--- src/pmbcfg_consts.svh ---
`ifndef PMBCFG_CONSTS_SVH
`define PMBCFG_CONSTS_SVH

// ----------------------------------------
// Command codes
// ----------------------------------------
`define PMBC_CMD_RUN 8'h01
`define PMBC_CMD_ONOFF 8'h02
`define PMBC_CMD_CLRF 8'h03
`define PMBC_CMD_SAVE 8'h15
`define PMBC_CMD_RELOAD 8'h16
`define PMBC_CMD_VFMT 8'h20
`define PMBC_CMD_VSET 8'h21
`define PMBC_CMD_VTRIM 8'h23
`define PMBC_CMD_VCEIL 8'h24
`define PMBC_CMD_MHI 8'h25
`define PMBC_CMD_MLO 8'h26
`define PMBC_CMD_SLEW 8'h27
`define PMBC_CMD_LOADLN 8'h28
`define PMBC_CMD_FSW 8'h33
`define PMBC_CMD_PHASE 8'h37
`define PMBC_CMD_ISGAIN 8'h38
`define PMBC_CMD_ISTRIM 8'h39
`define PMBC_CMD_OVF 8'h40
`define PMBC_CMD_OVR 8'h41
`define PMBC_CMD_OVW 8'h42
`define PMBC_CMD_UVW 8'h43
`define PMBC_CMD_UVF 8'h44
`define PMBC_CMD_UVR 8'h45
`define PMBC_CMD_OCF 8'h46
`define PMBC_CMD_UCF 8'h4B
`define PMBC_CMD_OTF 8'h4F

// ----------------------------------------
// Storage indices
// ----------------------------------------
`define PMBC_NREG 22
`define PMBC_IX_RUN 5'h00
`define PMBC_IX_ONOFF 5'h01
`define PMBC_IX_VSET 5'h02
`define PMBC_IX_VTRIM 5'h03
`define PMBC_IX_VCEIL 5'h04
`define PMBC_IX_MHI 5'h05
`define PMBC_IX_MLO 5'h06
`define PMBC_IX_SLEW 5'h07
`define PMBC_IX_LOADLN 5'h08
`define PMBC_IX_FSW 5'h09
`define PMBC_IX_PHASE 5'h0A
`define PMBC_IX_ISGAIN 5'h0B
`define PMBC_IX_ISTRIM 5'h0C
`define PMBC_IX_OVF 5'h0D
`define PMBC_IX_OVR 5'h0E
`define PMBC_IX_OVW 5'h0F
`define PMBC_IX_UVW 5'h10
`define PMBC_IX_UVF 5'h11
`define PMBC_IX_UVR 5'h12
`define PMBC_IX_OCF 5'h13
`define PMBC_IX_UCF 5'h14
`define PMBC_IX_OTF 5'h15

// ----------------------------------------
// Reset values and fields
// ----------------------------------------
`define PMBC_RST_RUN 16'h0000
`define PMBC_RST_ONOFF 16'h0017
`define PMBC_RST_VFMT 16'h0013
`define PMBC_RST_ZERO 16'h0000
`define PMBC_RST_SLEW 16'hBA00
`define PMBC_RST_ISGAIN 16'hB2AE
`define PMBC_RST_REACT 16'h0080
`define PMBC_RST_OCF 16'hE280
`define PMBC_RST_UCF 16'hE57F
`define PMBC_RST_OTF 16'hEBE8
`define PMBC_BYTE_MASK 16'h00FF
`define PMBC_DIV_TENTH 16'h000A
`define PMBC_DIV_TWENTIETH 16'h0014
`define PMBC_PHASE_MASK 16'h000F
`define PMBC_OP_ON_BIT 7
`define PMBC_OP_MHI_BIT 5
`define PMBC_OP_MLO_BIT 4
`define PMBC_OO_PU_BIT 4
`define PMBC_OO_CMD_BIT 3
`define PMBC_OO_CPR_BIT 2
`define PMBC_OO_POL_BIT 1
`define PMBC_NFLT 5
`define PMBC_FLT_OV 0
`define PMBC_FLT_UV 1
`define PMBC_REACT_HI 7
`define PMBC_REACT_LO 6
`define PMBC_INIT_WAIT 3'h4

`endif

--- src/pmbcfg_pkg.sv ---
`default_nettype none
package pmbcfg_pkg;
  typedef enum logic [2:0] {
    PMBCFG_ST_INIT = 3'h1,
    PMBCFG_ST_LOAD = 3'h2,
    PMBCFG_ST_RUN = 3'h4
  } pmbcfg_state_t;
  typedef logic [15:0] pmbcfg_word_t;
endpackage : pmbcfg_pkg
`default_nettype wire

--- src/pmbcfg_bank.sv ---
`include "pmbcfg_consts.svh"
`timescale 1ns/1ps
`default_nettype none

// ----------------------------------------
// Pin synchroniser
// ----------------------------------------
module pmbcfg_sync #(
  parameter int W = 1
) (
  input wire logic mclk,
  input wire logic sys_rst,
  input wire logic [W-1:0] pin_in,
  output var logic [W-1:0] level_r
);
  logic [W-1:0] s1_r;
  logic [W-1:0] s2_r;
  logic [W-1:0] s3_r;
  // Accept only once the later two stages agree
  always_ff @(posedge mclk) begin
    if (sys_rst) begin
      s1_r <= '0;
      s2_r <= '0;
      s3_r <= '0;
      level_r <= '0;
    end else begin
      s1_r <= pin_in;
      s2_r <= s1_r;
      s3_r <= s2_r;
      if (s2_r == s3_r) begin
        level_r <= s3_r;
      end
    end
  end
endmodule : pmbcfg_sync

// ----------------------------------------
// Command bank
// ----------------------------------------
module pmbcfg_bank (
  input wire logic mclk,
  input wire logic sys_rst,
  input wire logic [15:0] vout_strap,
  input wire logic [15:0] fsw_strap,
  input wire logic [6:0] bus_addr,
  input wire logic en_pin,
  input wire logic [7:0] cmd_code,
  input wire logic wr_req,
  input wire logic [15:0] wr_data,
  input wire logic snd_req,
  input wire logic rd_req,
  input wire logic [4:0] fault_evt,
  output logic ready,
  output logic [15:0] rd_data_r,
  output logic rd_valid_r,
  output logic cmd_err_r,
  output logic [4:0] fault_flags_r,
  output logic run_en_r,
  output logic [15:0] vout_target_r,
  output logic [15:0] slew_rate_r,
  output logic [15:0] fsw_r,
  output logic [15:0] phase_r,
  output logic user_saved_r
);
  pmbcfg_pkg::pmbcfg_state_t st_r;
  pmbcfg_pkg::pmbcfg_state_t st_nxt;
  pmbcfg_pkg::pmbcfg_word_t work_r [`PMBC_NREG];
  pmbcfg_pkg::pmbcfg_word_t user_r [`PMBC_NREG];
  pmbcfg_pkg::pmbcfg_word_t dflt [`PMBC_NREG];
  logic [2:0] wait_r;
  logic [15:0] vstrap_s;
  logic [15:0] fstrap_s;
  logic [6:0] addr_s;
  logic en_s;
  logic [15:0] strap_r;
  logic [15:0] fstrap_r;
  logic [6:0] addr_r;

  // Straps and enable arrive from pins
  pmbcfg_sync #(.W(16)) u_vsync (
    .mclk(mclk),
    .sys_rst(sys_rst),
    .pin_in(vout_strap),
    .level_r(vstrap_s)
  );
  pmbcfg_sync #(.W(16)) u_fsync (
    .mclk(mclk),
    .sys_rst(sys_rst),
    .pin_in(fsw_strap),
    .level_r(fstrap_s)
  );
  pmbcfg_sync #(.W(7)) u_async (
    .mclk(mclk),
    .sys_rst(sys_rst),
    .pin_in(bus_addr),
    .level_r(addr_s)
  );
  pmbcfg_sync #(.W(1)) u_esync (
    .mclk(mclk),
    .sys_rst(sys_rst),
    .pin_in(en_pin),
    .level_r(en_s)
  );

  // ----------------------------------------
  // Command decode
  // ----------------------------------------
  function automatic logic [5:0] code_map(input logic [7:0] c);
    logic [5:0] m;
    m = 6'h00;
    unique case (c)
      `PMBC_CMD_RUN: m = {1'b1, `PMBC_IX_RUN};
      `PMBC_CMD_ONOFF: m = {1'b1, `PMBC_IX_ONOFF};
      `PMBC_CMD_VSET: m = {1'b1, `PMBC_IX_VSET};
      `PMBC_CMD_VTRIM: m = {1'b1, `PMBC_IX_VTRIM};
      `PMBC_CMD_VCEIL: m = {1'b1, `PMBC_IX_VCEIL};
      `PMBC_CMD_MHI: m = {1'b1, `PMBC_IX_MHI};
      `PMBC_CMD_MLO: m = {1'b1, `PMBC_IX_MLO};
      `PMBC_CMD_SLEW: m = {1'b1, `PMBC_IX_SLEW};
      `PMBC_CMD_LOADLN: m = {1'b1, `PMBC_IX_LOADLN};
      `PMBC_CMD_FSW: m = {1'b1, `PMBC_IX_FSW};
      `PMBC_CMD_PHASE: m = {1'b1, `PMBC_IX_PHASE};
      `PMBC_CMD_ISGAIN: m = {1'b1, `PMBC_IX_ISGAIN};
      `PMBC_CMD_ISTRIM: m = {1'b1, `PMBC_IX_ISTRIM};
      `PMBC_CMD_OVF: m = {1'b1, `PMBC_IX_OVF};
      `PMBC_CMD_OVR: m = {1'b1, `PMBC_IX_OVR};
      `PMBC_CMD_OVW: m = {1'b1, `PMBC_IX_OVW};
      `PMBC_CMD_UVW: m = {1'b1, `PMBC_IX_UVW};
      `PMBC_CMD_UVF: m = {1'b1, `PMBC_IX_UVF};
      `PMBC_CMD_UVR: m = {1'b1, `PMBC_IX_UVR};
      `PMBC_CMD_OCF: m = {1'b1, `PMBC_IX_OCF};
      `PMBC_CMD_UCF: m = {1'b1, `PMBC_IX_UCF};
      `PMBC_CMD_OTF: m = {1'b1, `PMBC_IX_OTF};
      default: m = 6'h00;
    endcase
    return m;
  endfunction : code_map

  wire [5:0] map_w = code_map(cmd_code);
  wire hit_w = map_w[5];
  wire [4:0] ix_w = map_w[4:0];
  wire is_byte_w = (ix_w == `PMBC_IX_RUN) || (ix_w == `PMBC_IX_ONOFF) ||
                   (ix_w == `PMBC_IX_OVR) || (ix_w == `PMBC_IX_UVR);
  wire is_fmt_w = (cmd_code == `PMBC_CMD_VFMT);
  wire running_w = (st_r == pmbcfg_pkg::PMBCFG_ST_RUN);
  wire do_wr_w = running_w && wr_req && hit_w;
  wire do_clr_w = running_w && snd_req && (cmd_code == `PMBC_CMD_CLRF);
  wire do_save_w = running_w && snd_req && (cmd_code == `PMBC_CMD_SAVE);
  wire do_load_w = running_w && snd_req && (cmd_code == `PMBC_CMD_RELOAD) && user_saved_r;
  wire snd_ok_w = (cmd_code == `PMBC_CMD_CLRF) || (cmd_code == `PMBC_CMD_SAVE) ||
                  (cmd_code == `PMBC_CMD_RELOAD);
  // Writes to the format code or unknown codes are refused
  wire bad_w = running_w && ((wr_req && !hit_w) || (rd_req && !hit_w && !is_fmt_w) ||
                             (snd_req && !snd_ok_w));
  wire [15:0] wr_val_w = is_byte_w ? (wr_data & `PMBC_BYTE_MASK) : wr_data;
  wire [15:0] rd_val_w = is_fmt_w ? `PMBC_RST_VFMT : (hit_w ? work_r[ix_w] : `PMBC_RST_ZERO);

  // ----------------------------------------
  // Strap-derived defaults
  // ----------------------------------------
  wire [15:0] tenth_w = strap_r / `PMBC_DIV_TENTH;
  wire [15:0] twent_w = strap_r / `PMBC_DIV_TWENTIETH;
  // Integer division by ten and by twenty; truncates toward zero
  always_comb begin
    for (int i = 0; i < `PMBC_NREG; i++) begin
      dflt[i] = `PMBC_RST_ZERO;
    end
    dflt[`PMBC_IX_RUN] = `PMBC_RST_RUN;
    dflt[`PMBC_IX_ONOFF] = `PMBC_RST_ONOFF;
    dflt[`PMBC_IX_VSET] = strap_r;
    dflt[`PMBC_IX_VTRIM] = `PMBC_RST_ZERO;
    dflt[`PMBC_IX_VCEIL] = 16'(strap_r + tenth_w);
    dflt[`PMBC_IX_MHI] = 16'(strap_r + twent_w);
    dflt[`PMBC_IX_MLO] = 16'(strap_r - twent_w);
    dflt[`PMBC_IX_SLEW] = `PMBC_RST_SLEW;
    dflt[`PMBC_IX_LOADLN] = `PMBC_RST_ZERO;
    dflt[`PMBC_IX_FSW] = fstrap_r;
    dflt[`PMBC_IX_PHASE] = {9'h000, addr_r} & `PMBC_PHASE_MASK;
    dflt[`PMBC_IX_ISGAIN] = `PMBC_RST_ISGAIN;
    dflt[`PMBC_IX_ISTRIM] = `PMBC_RST_ZERO;
    dflt[`PMBC_IX_OVF] = 16'(strap_r + tenth_w + twent_w);
    dflt[`PMBC_IX_OVR] = `PMBC_RST_REACT;
    dflt[`PMBC_IX_OVW] = 16'(strap_r + tenth_w);
    dflt[`PMBC_IX_UVW] = 16'(strap_r - tenth_w);
    dflt[`PMBC_IX_UVF] = 16'(strap_r - tenth_w - twent_w);
    dflt[`PMBC_IX_UVR] = `PMBC_RST_REACT;
    dflt[`PMBC_IX_OCF] = `PMBC_RST_OCF;
    dflt[`PMBC_IX_UCF] = `PMBC_RST_UCF;
    dflt[`PMBC_IX_OTF] = `PMBC_RST_OTF;
  end

  // ----------------------------------------
  // Start-up sequence
  // ----------------------------------------
  always_comb begin
    st_nxt = st_r;
    unique case (st_r)
      pmbcfg_pkg::PMBCFG_ST_INIT: begin
        if (wait_r == `PMBC_INIT_WAIT) begin
          st_nxt = pmbcfg_pkg::PMBCFG_ST_LOAD;
        end
      end
      pmbcfg_pkg::PMBCFG_ST_LOAD: st_nxt = pmbcfg_pkg::PMBCFG_ST_RUN;
      pmbcfg_pkg::PMBCFG_ST_RUN: st_nxt = st_r;
      default: st_nxt = pmbcfg_pkg::PMBCFG_ST_INIT;
    endcase
  end

  assign ready = running_w;

  // Straps are caught on every INIT cycle; the last catch comes after the synchronisers settle
  // Synchronisers need four edges, so the last capture must come after them
  always_ff @(posedge mclk) begin
    if (sys_rst) begin
      st_r <= pmbcfg_pkg::PMBCFG_ST_INIT;
      wait_r <= 3'h0;
      strap_r <= `PMBC_RST_ZERO;
      fstrap_r <= `PMBC_RST_ZERO;
      addr_r <= 7'h00;
    end else begin
      st_r <= st_nxt;
      if (wait_r != `PMBC_INIT_WAIT) begin
        wait_r <= 3'(wait_r + 3'h1);
      end
      if (st_r == pmbcfg_pkg::PMBCFG_ST_INIT) begin
        strap_r <= vstrap_s;
        fstrap_r <= fstrap_s;
        addr_r <= addr_s;
      end
    end
  end

  // ----------------------------------------
  // Working and user storage
  // ----------------------------------------
  always_ff @(posedge mclk) begin
    if (sys_rst) begin
      user_saved_r <= 1'b0;
      for (int i = 0; i < `PMBC_NREG; i++) begin
        work_r[i] <= `PMBC_RST_ZERO;
        user_r[i] <= `PMBC_RST_ZERO;
      end
    end else if (st_r == pmbcfg_pkg::PMBCFG_ST_LOAD) begin
      for (int i = 0; i < `PMBC_NREG; i++) begin
        work_r[i] <= dflt[i];
      end
    end else if (do_save_w) begin
      user_saved_r <= 1'b1;
      for (int i = 0; i < `PMBC_NREG; i++) begin
        user_r[i] <= work_r[i];
      end
    end else if (do_load_w) begin
      for (int i = 0; i < `PMBC_NREG; i++) begin
        work_r[i] <= user_r[i];
      end
    end else if (do_wr_w) begin
      work_r[ix_w] <= wr_val_w;
    end
  end

  // ----------------------------------------
  // Read answer and faults
  // ----------------------------------------
  always_ff @(posedge mclk) begin
    if (sys_rst) begin
      rd_data_r <= `PMBC_RST_ZERO;
    end else if (running_w && rd_req) begin
      rd_data_r <= rd_val_w;
    end
  end

  always_ff @(posedge mclk) begin
    if (sys_rst) begin
      rd_valid_r <= 1'b0;
    end else begin
      rd_valid_r <= running_w && rd_req && (hit_w || is_fmt_w);
    end
  end

  always_ff @(posedge mclk) begin
    if (sys_rst) begin
      cmd_err_r <= 1'b0;
    end else begin
      cmd_err_r <= bad_w;
    end
  end

  // New events win over a same-cycle clear
  always_ff @(posedge mclk) begin
    if (sys_rst) begin
      fault_flags_r <= '0;
    end else begin
      fault_flags_r <= (fault_flags_r & ~{`PMBC_NFLT{do_clr_w}}) | fault_evt;
    end
  end

  // ----------------------------------------
  // Output steering
  // ----------------------------------------
  wire [15:0] op_w = work_r[`PMBC_IX_RUN];
  wire [15:0] oo_w = work_r[`PMBC_IX_ONOFF];
  wire pin_ok_w = (en_s == oo_w[`PMBC_OO_POL_BIT]);
  wire cmd_ok_w = !oo_w[`PMBC_OO_CMD_BIT] || op_w[`PMBC_OP_ON_BIT];
  wire hw_ok_w = !oo_w[`PMBC_OO_CPR_BIT] || pin_ok_w;
  wire ov_stop_w = fault_flags_r[`PMBC_FLT_OV] &&
                   (work_r[`PMBC_IX_OVR][`PMBC_REACT_HI:`PMBC_REACT_LO] != 2'h0);
  wire uv_stop_w = fault_flags_r[`PMBC_FLT_UV] &&
                   (work_r[`PMBC_IX_UVR][`PMBC_REACT_HI:`PMBC_REACT_LO] != 2'h0);
  wire run_nxt = running_w && (!oo_w[`PMBC_OO_PU_BIT] || (cmd_ok_w && hw_ok_w)) &&
                 !ov_stop_w && !uv_stop_w;
  // Margin high takes priority when both margin bits are set
  wire [15:0] vsel_w = op_w[`PMBC_OP_MHI_BIT] ? work_r[`PMBC_IX_MHI] :
                       (op_w[`PMBC_OP_MLO_BIT] ? work_r[`PMBC_IX_MLO] : work_r[`PMBC_IX_VSET]);
  wire signed [17:0] vsum_w = $signed({2'b00, vsel_w}) +
                              $signed({{2{work_r[`PMBC_IX_VTRIM][15]}}, work_r[`PMBC_IX_VTRIM]});
  wire [15:0] vclip_w = vsum_w[17] ? `PMBC_RST_ZERO : (vsum_w[16] ? 16'hFFFF : vsum_w[15:0]);
  wire [15:0] vout_nxt = (vclip_w > work_r[`PMBC_IX_VCEIL]) ? work_r[`PMBC_IX_VCEIL] : vclip_w;

  always_ff @(posedge mclk) begin
    if (sys_rst) begin
      run_en_r <= 1'b0;
    end else begin
      run_en_r <= run_nxt;
    end
  end

  always_ff @(posedge mclk) begin
    if (sys_rst) begin
      vout_target_r <= `PMBC_RST_ZERO;
    end else begin
      vout_target_r <= vout_nxt;
    end
  end

  always_ff @(posedge mclk) begin
    if (sys_rst) begin
      slew_rate_r <= `PMBC_RST_ZERO;
    end else begin
      slew_rate_r <= work_r[`PMBC_IX_SLEW];
    end
  end

  always_ff @(posedge mclk) begin
    if (sys_rst) begin
      fsw_r <= `PMBC_RST_ZERO;
    end else begin
      fsw_r <= work_r[`PMBC_IX_FSW];
    end
  end

  always_ff @(posedge mclk) begin
    if (sys_rst) begin
      phase_r <= `PMBC_RST_ZERO;
    end else begin
      phase_r <= work_r[`PMBC_IX_PHASE];
    end
  end
endmodule : pmbcfg_bank
`default_nettype wire

--- config.mk ---
export PLATFORM = sky130hd
export DESIGN_NAME = pmbcfg_bank
export DESIGN_NICKNAME = d
export VERILOG_FILES = /design/src/pmbcfg_pkg.sv /design/src/pmbcfg_bank.sv
export VERILOG_INCLUDE_DIRS = /design/src
export SDC_FILE = /design/constraint.sdc
export NUM_CORES = 2
export LEC_CHECK = 0
export BUFFER_PORTS_ARGS = -buffer_cell sky130_fd_sc_hd__buf_4
export CAP_MARGIN = 20
export CORE_UTILIZATION = 60
export CTS_BUF_LIST = sky130_fd_sc_hd__clkbuf_4 sky130_fd_sc_hd__clkbuf_8 sky130_fd_sc_hd__clkbuf_16
export DETAILED_ROUTE_END_ITERATION = 8
export PLACE_DENSITY = 0.87
export SLEW_MARGIN = 30
export SYNTH_ARGS = -nofsm -noshare
export SYNTH_HDL_FRONTEND = slang
export SYNTH_HIERARCHICAL = 1
export SYNTH_SLANG_ARGS = --single-unit
export TNS_END_PERCENT = 20
--- constraint.sdc ---
create_clock -name mclk -period 78.9 [get_ports mclk]
set_input_delay 3.945 -clock mclk [delete_from_list [all_inputs] [get_ports mclk]]
set_output_delay 3.945 -clock mclk [all_outputs]
set_load 0.005 [all_outputs]
==> metrics.yaml <==
fp-row-count: 105
dr_wl_met2_microns: 66500
io_buffers: 163
die_width_microns: 289
place_worst_setup_slack_ns: 69.25
drc: 4
synthToLayoutAreaGrowth_pct: 11.2
fin_area_sq_um: 55200
pwr-share-comb_pct: 10.5
grt_max_degree: 290
drive_gt1_share_pct: 10.3
top_regs: "work_r (384), user_r (352)"
status: "complete, but fails checks"
cp-endpoint: "work_r[17][15]"
finClkSkew_ns: 0.0338
cts_setup_buffers: 0
period_share_pct: 12.5
crit_type: "flop to flop"
met3_length_microns: 25700
die_h_microns: 289
yosysWarnings: 6
dr.pass1.iters: 9
totalWireLength_microns: 160000
largest_register_ff_count: 384
pwr-share-seq_pct: 49.1
cp.depth: 36
clock_latency_ns: 0.70
critPathCaptureType: "flop"
tritoncts: "yes"
rrSetupSlack_ns: 69.01
design.core.area_sq_um: 82000
cts_buffer_depth: 3
io_pins: 164
whs_ns: 0.435
cpMaxStageDelayCell: "a2111oi_0"
power.internal_mw: 0.921
clock-sinks: 1024
cts_resized: 0
ctsHoldBuffers: 0
critPathLaunch: "strap_r[12]"
dp_hpwl_microns: 101000
via_per_inst: 6.83
vdd_ir_drop_max_mv: 0.0179
worstHoldPathType: "flop to flop"
htreeDepth: 3
r2r_end: "work_r[17][15]"
fin_crit_ns: 9.89
synthesis.area_sq_um: 49600
timing.setup.tns_ns: 0
rsz0062_at_grt: "false"
path_clk_slew_ns: 0.06
crit_top_cell: "o21ai_0"
clock-root-buffer: "clkbuf_16"
top_register: "work_r"
power.switching_mw: 0.317
power.density_nw_per_um2: 22.4
post-place-cells: 5671
utilization_pct: 67.3
drtAntennaViolNets: 0
leakagePower_nw: 21.5
max-cap-violations: 0
start_kind: "flop"
antenna_found_initial: 7
grt_overflow: 0
first_iter_violations: 7568
placed_cell_area_sq_um: 51600
dieArea_sq_um: 83800
required_ns: 79.31
cp_data_arrival_time_ns: 10.30
crit_buf_inv: 3
clockPowerShare_pct: 40.3
finalNonFillerCells: 5868
critPathTopFamily: "compound AO/OA/AOI/OAI gates"
wl_per_cell_microns: 27.2
top_layer: "met5"
nets: 4900
cts-buffers-inserted: 103
p_sw_share_pct: 25.6
gp_congestion: 1.06
timing.final.hold_violations: 0
grt_usage_pct: 37.3
violations: "DRC"
cpPeakStageDelay_ns: 0.66
power_mw: 1.24
syn_area_per_cell_sq_um: 10.6
synthCells: 4694
max_freq_mhz: 101
wl_met1_microns: 54800
cp_max_fo: 37
relSlewSlack_pct: 23.8
ff2ff_path_depth: 36
timing.final.ws_setup_ns: 69.01
first_global_vias: 37100
grt_pass1_wl_microns: 233000
start_util_pct: 60.5
setup-violations-final: 0
route.vias.total: 40100
worst_pin_slew_ns: 1.14
worstReg2RegStart: "strap_r[12]"
finalMaxSlewViolations: 0
n_antenna_cell: 0
## worst min path at each step
| stage | start | to | slack (ns) | cells past startpoint |
|---|---|---|---|---|
| floorplan | u_async/s1_r[0] | u_async/s2_r[0] | 0.41 | 1 |
| global placement | u_async/s1_r[4] | u_async/s2_r[4] | 0.42 | 1 |
| detailed placement | u_vsync/s1_r[14] | u_vsync/s2_r[14] | 0.42 | 1 |
| CTS | u_vsync/s1_r[14] | u_vsync/s2_r[14] | 0.44 | 1 |
| global route | u_fsync/s1_r[0] | u_fsync/s2_r[0] | 0.45 | 1 |
| finish | u_vsync/s1_r[14] | u_vsync/s2_r[14] | 0.43 | 1 |
## metal layers
| metal | GRT usage, % | vias up |
|---|---|---|
| met4 | 24.4 | 10 |
| li1 | - | 17100 |
| met5 | 0 | - |
| met1 | 48.7 | 18800 |
| met3 | 12.8 | 694 |
| met2 | 52.7 | 3463 |
## final cells by class
| type | instances | area, sq um |
|---|---|---|
| Multi-Input combinational cell | 3181 | 20000 |
| Tap cell | 1070 | 1340 |
| Fill cell | 5825 | 26800 |
| Timing Repair Buffer | 228 | 1910 |
| Inverter | 172 | 646 |
| Clock inverter | 53 | 493 |
| Clock buffer | 140 | 2930 |
| Sequential cell | 1024 | 27900 |
## cells in the final DEF, fill, tap and decap left out, types with 54 or more instances in the layout
master and instances:
edfxtp_1 736, nand2_1 685, and3_1 353, dfxtp_1 288, nor2b_1 252, nor2_1 221, buf_4 214, o21ai_0 198
a21oi_1 166, inv_1 162, xnor2_1 111, ha_1 109, clkbuf_16 104, nand3_1 93, a22o_1 81, nand2b_1 79
mux2i_1 54
## worst register-to-register path: cells and delay by family (launching register included)
family / cells / cell delay, ns
AOI/OAI and AO/OA: 23 / 5.94
adders and majority gates: 3 / 0.98
DFF: 1 / 0.30
buffers and inverters: 3 / 0.62
xor gates and xnor gates: 1 / 0.18
and+or+nand+nor: 6 / 1.59
## power by group through the flow
stage	sequential (mW)	combinational (mW)	clock, mW
3_3_place_gp	0.617	0.121	0
2_1_floorplan	0.622	0.0781	0
3_5_place_dp	0.618	0.123	0
4_1_cts	0.607	0.124	0.498
5_1_grt	0.609	0.137	0.519
6_report	0.608	0.131	0.500
Note: power is estimated with default switching activity, not from simulation.
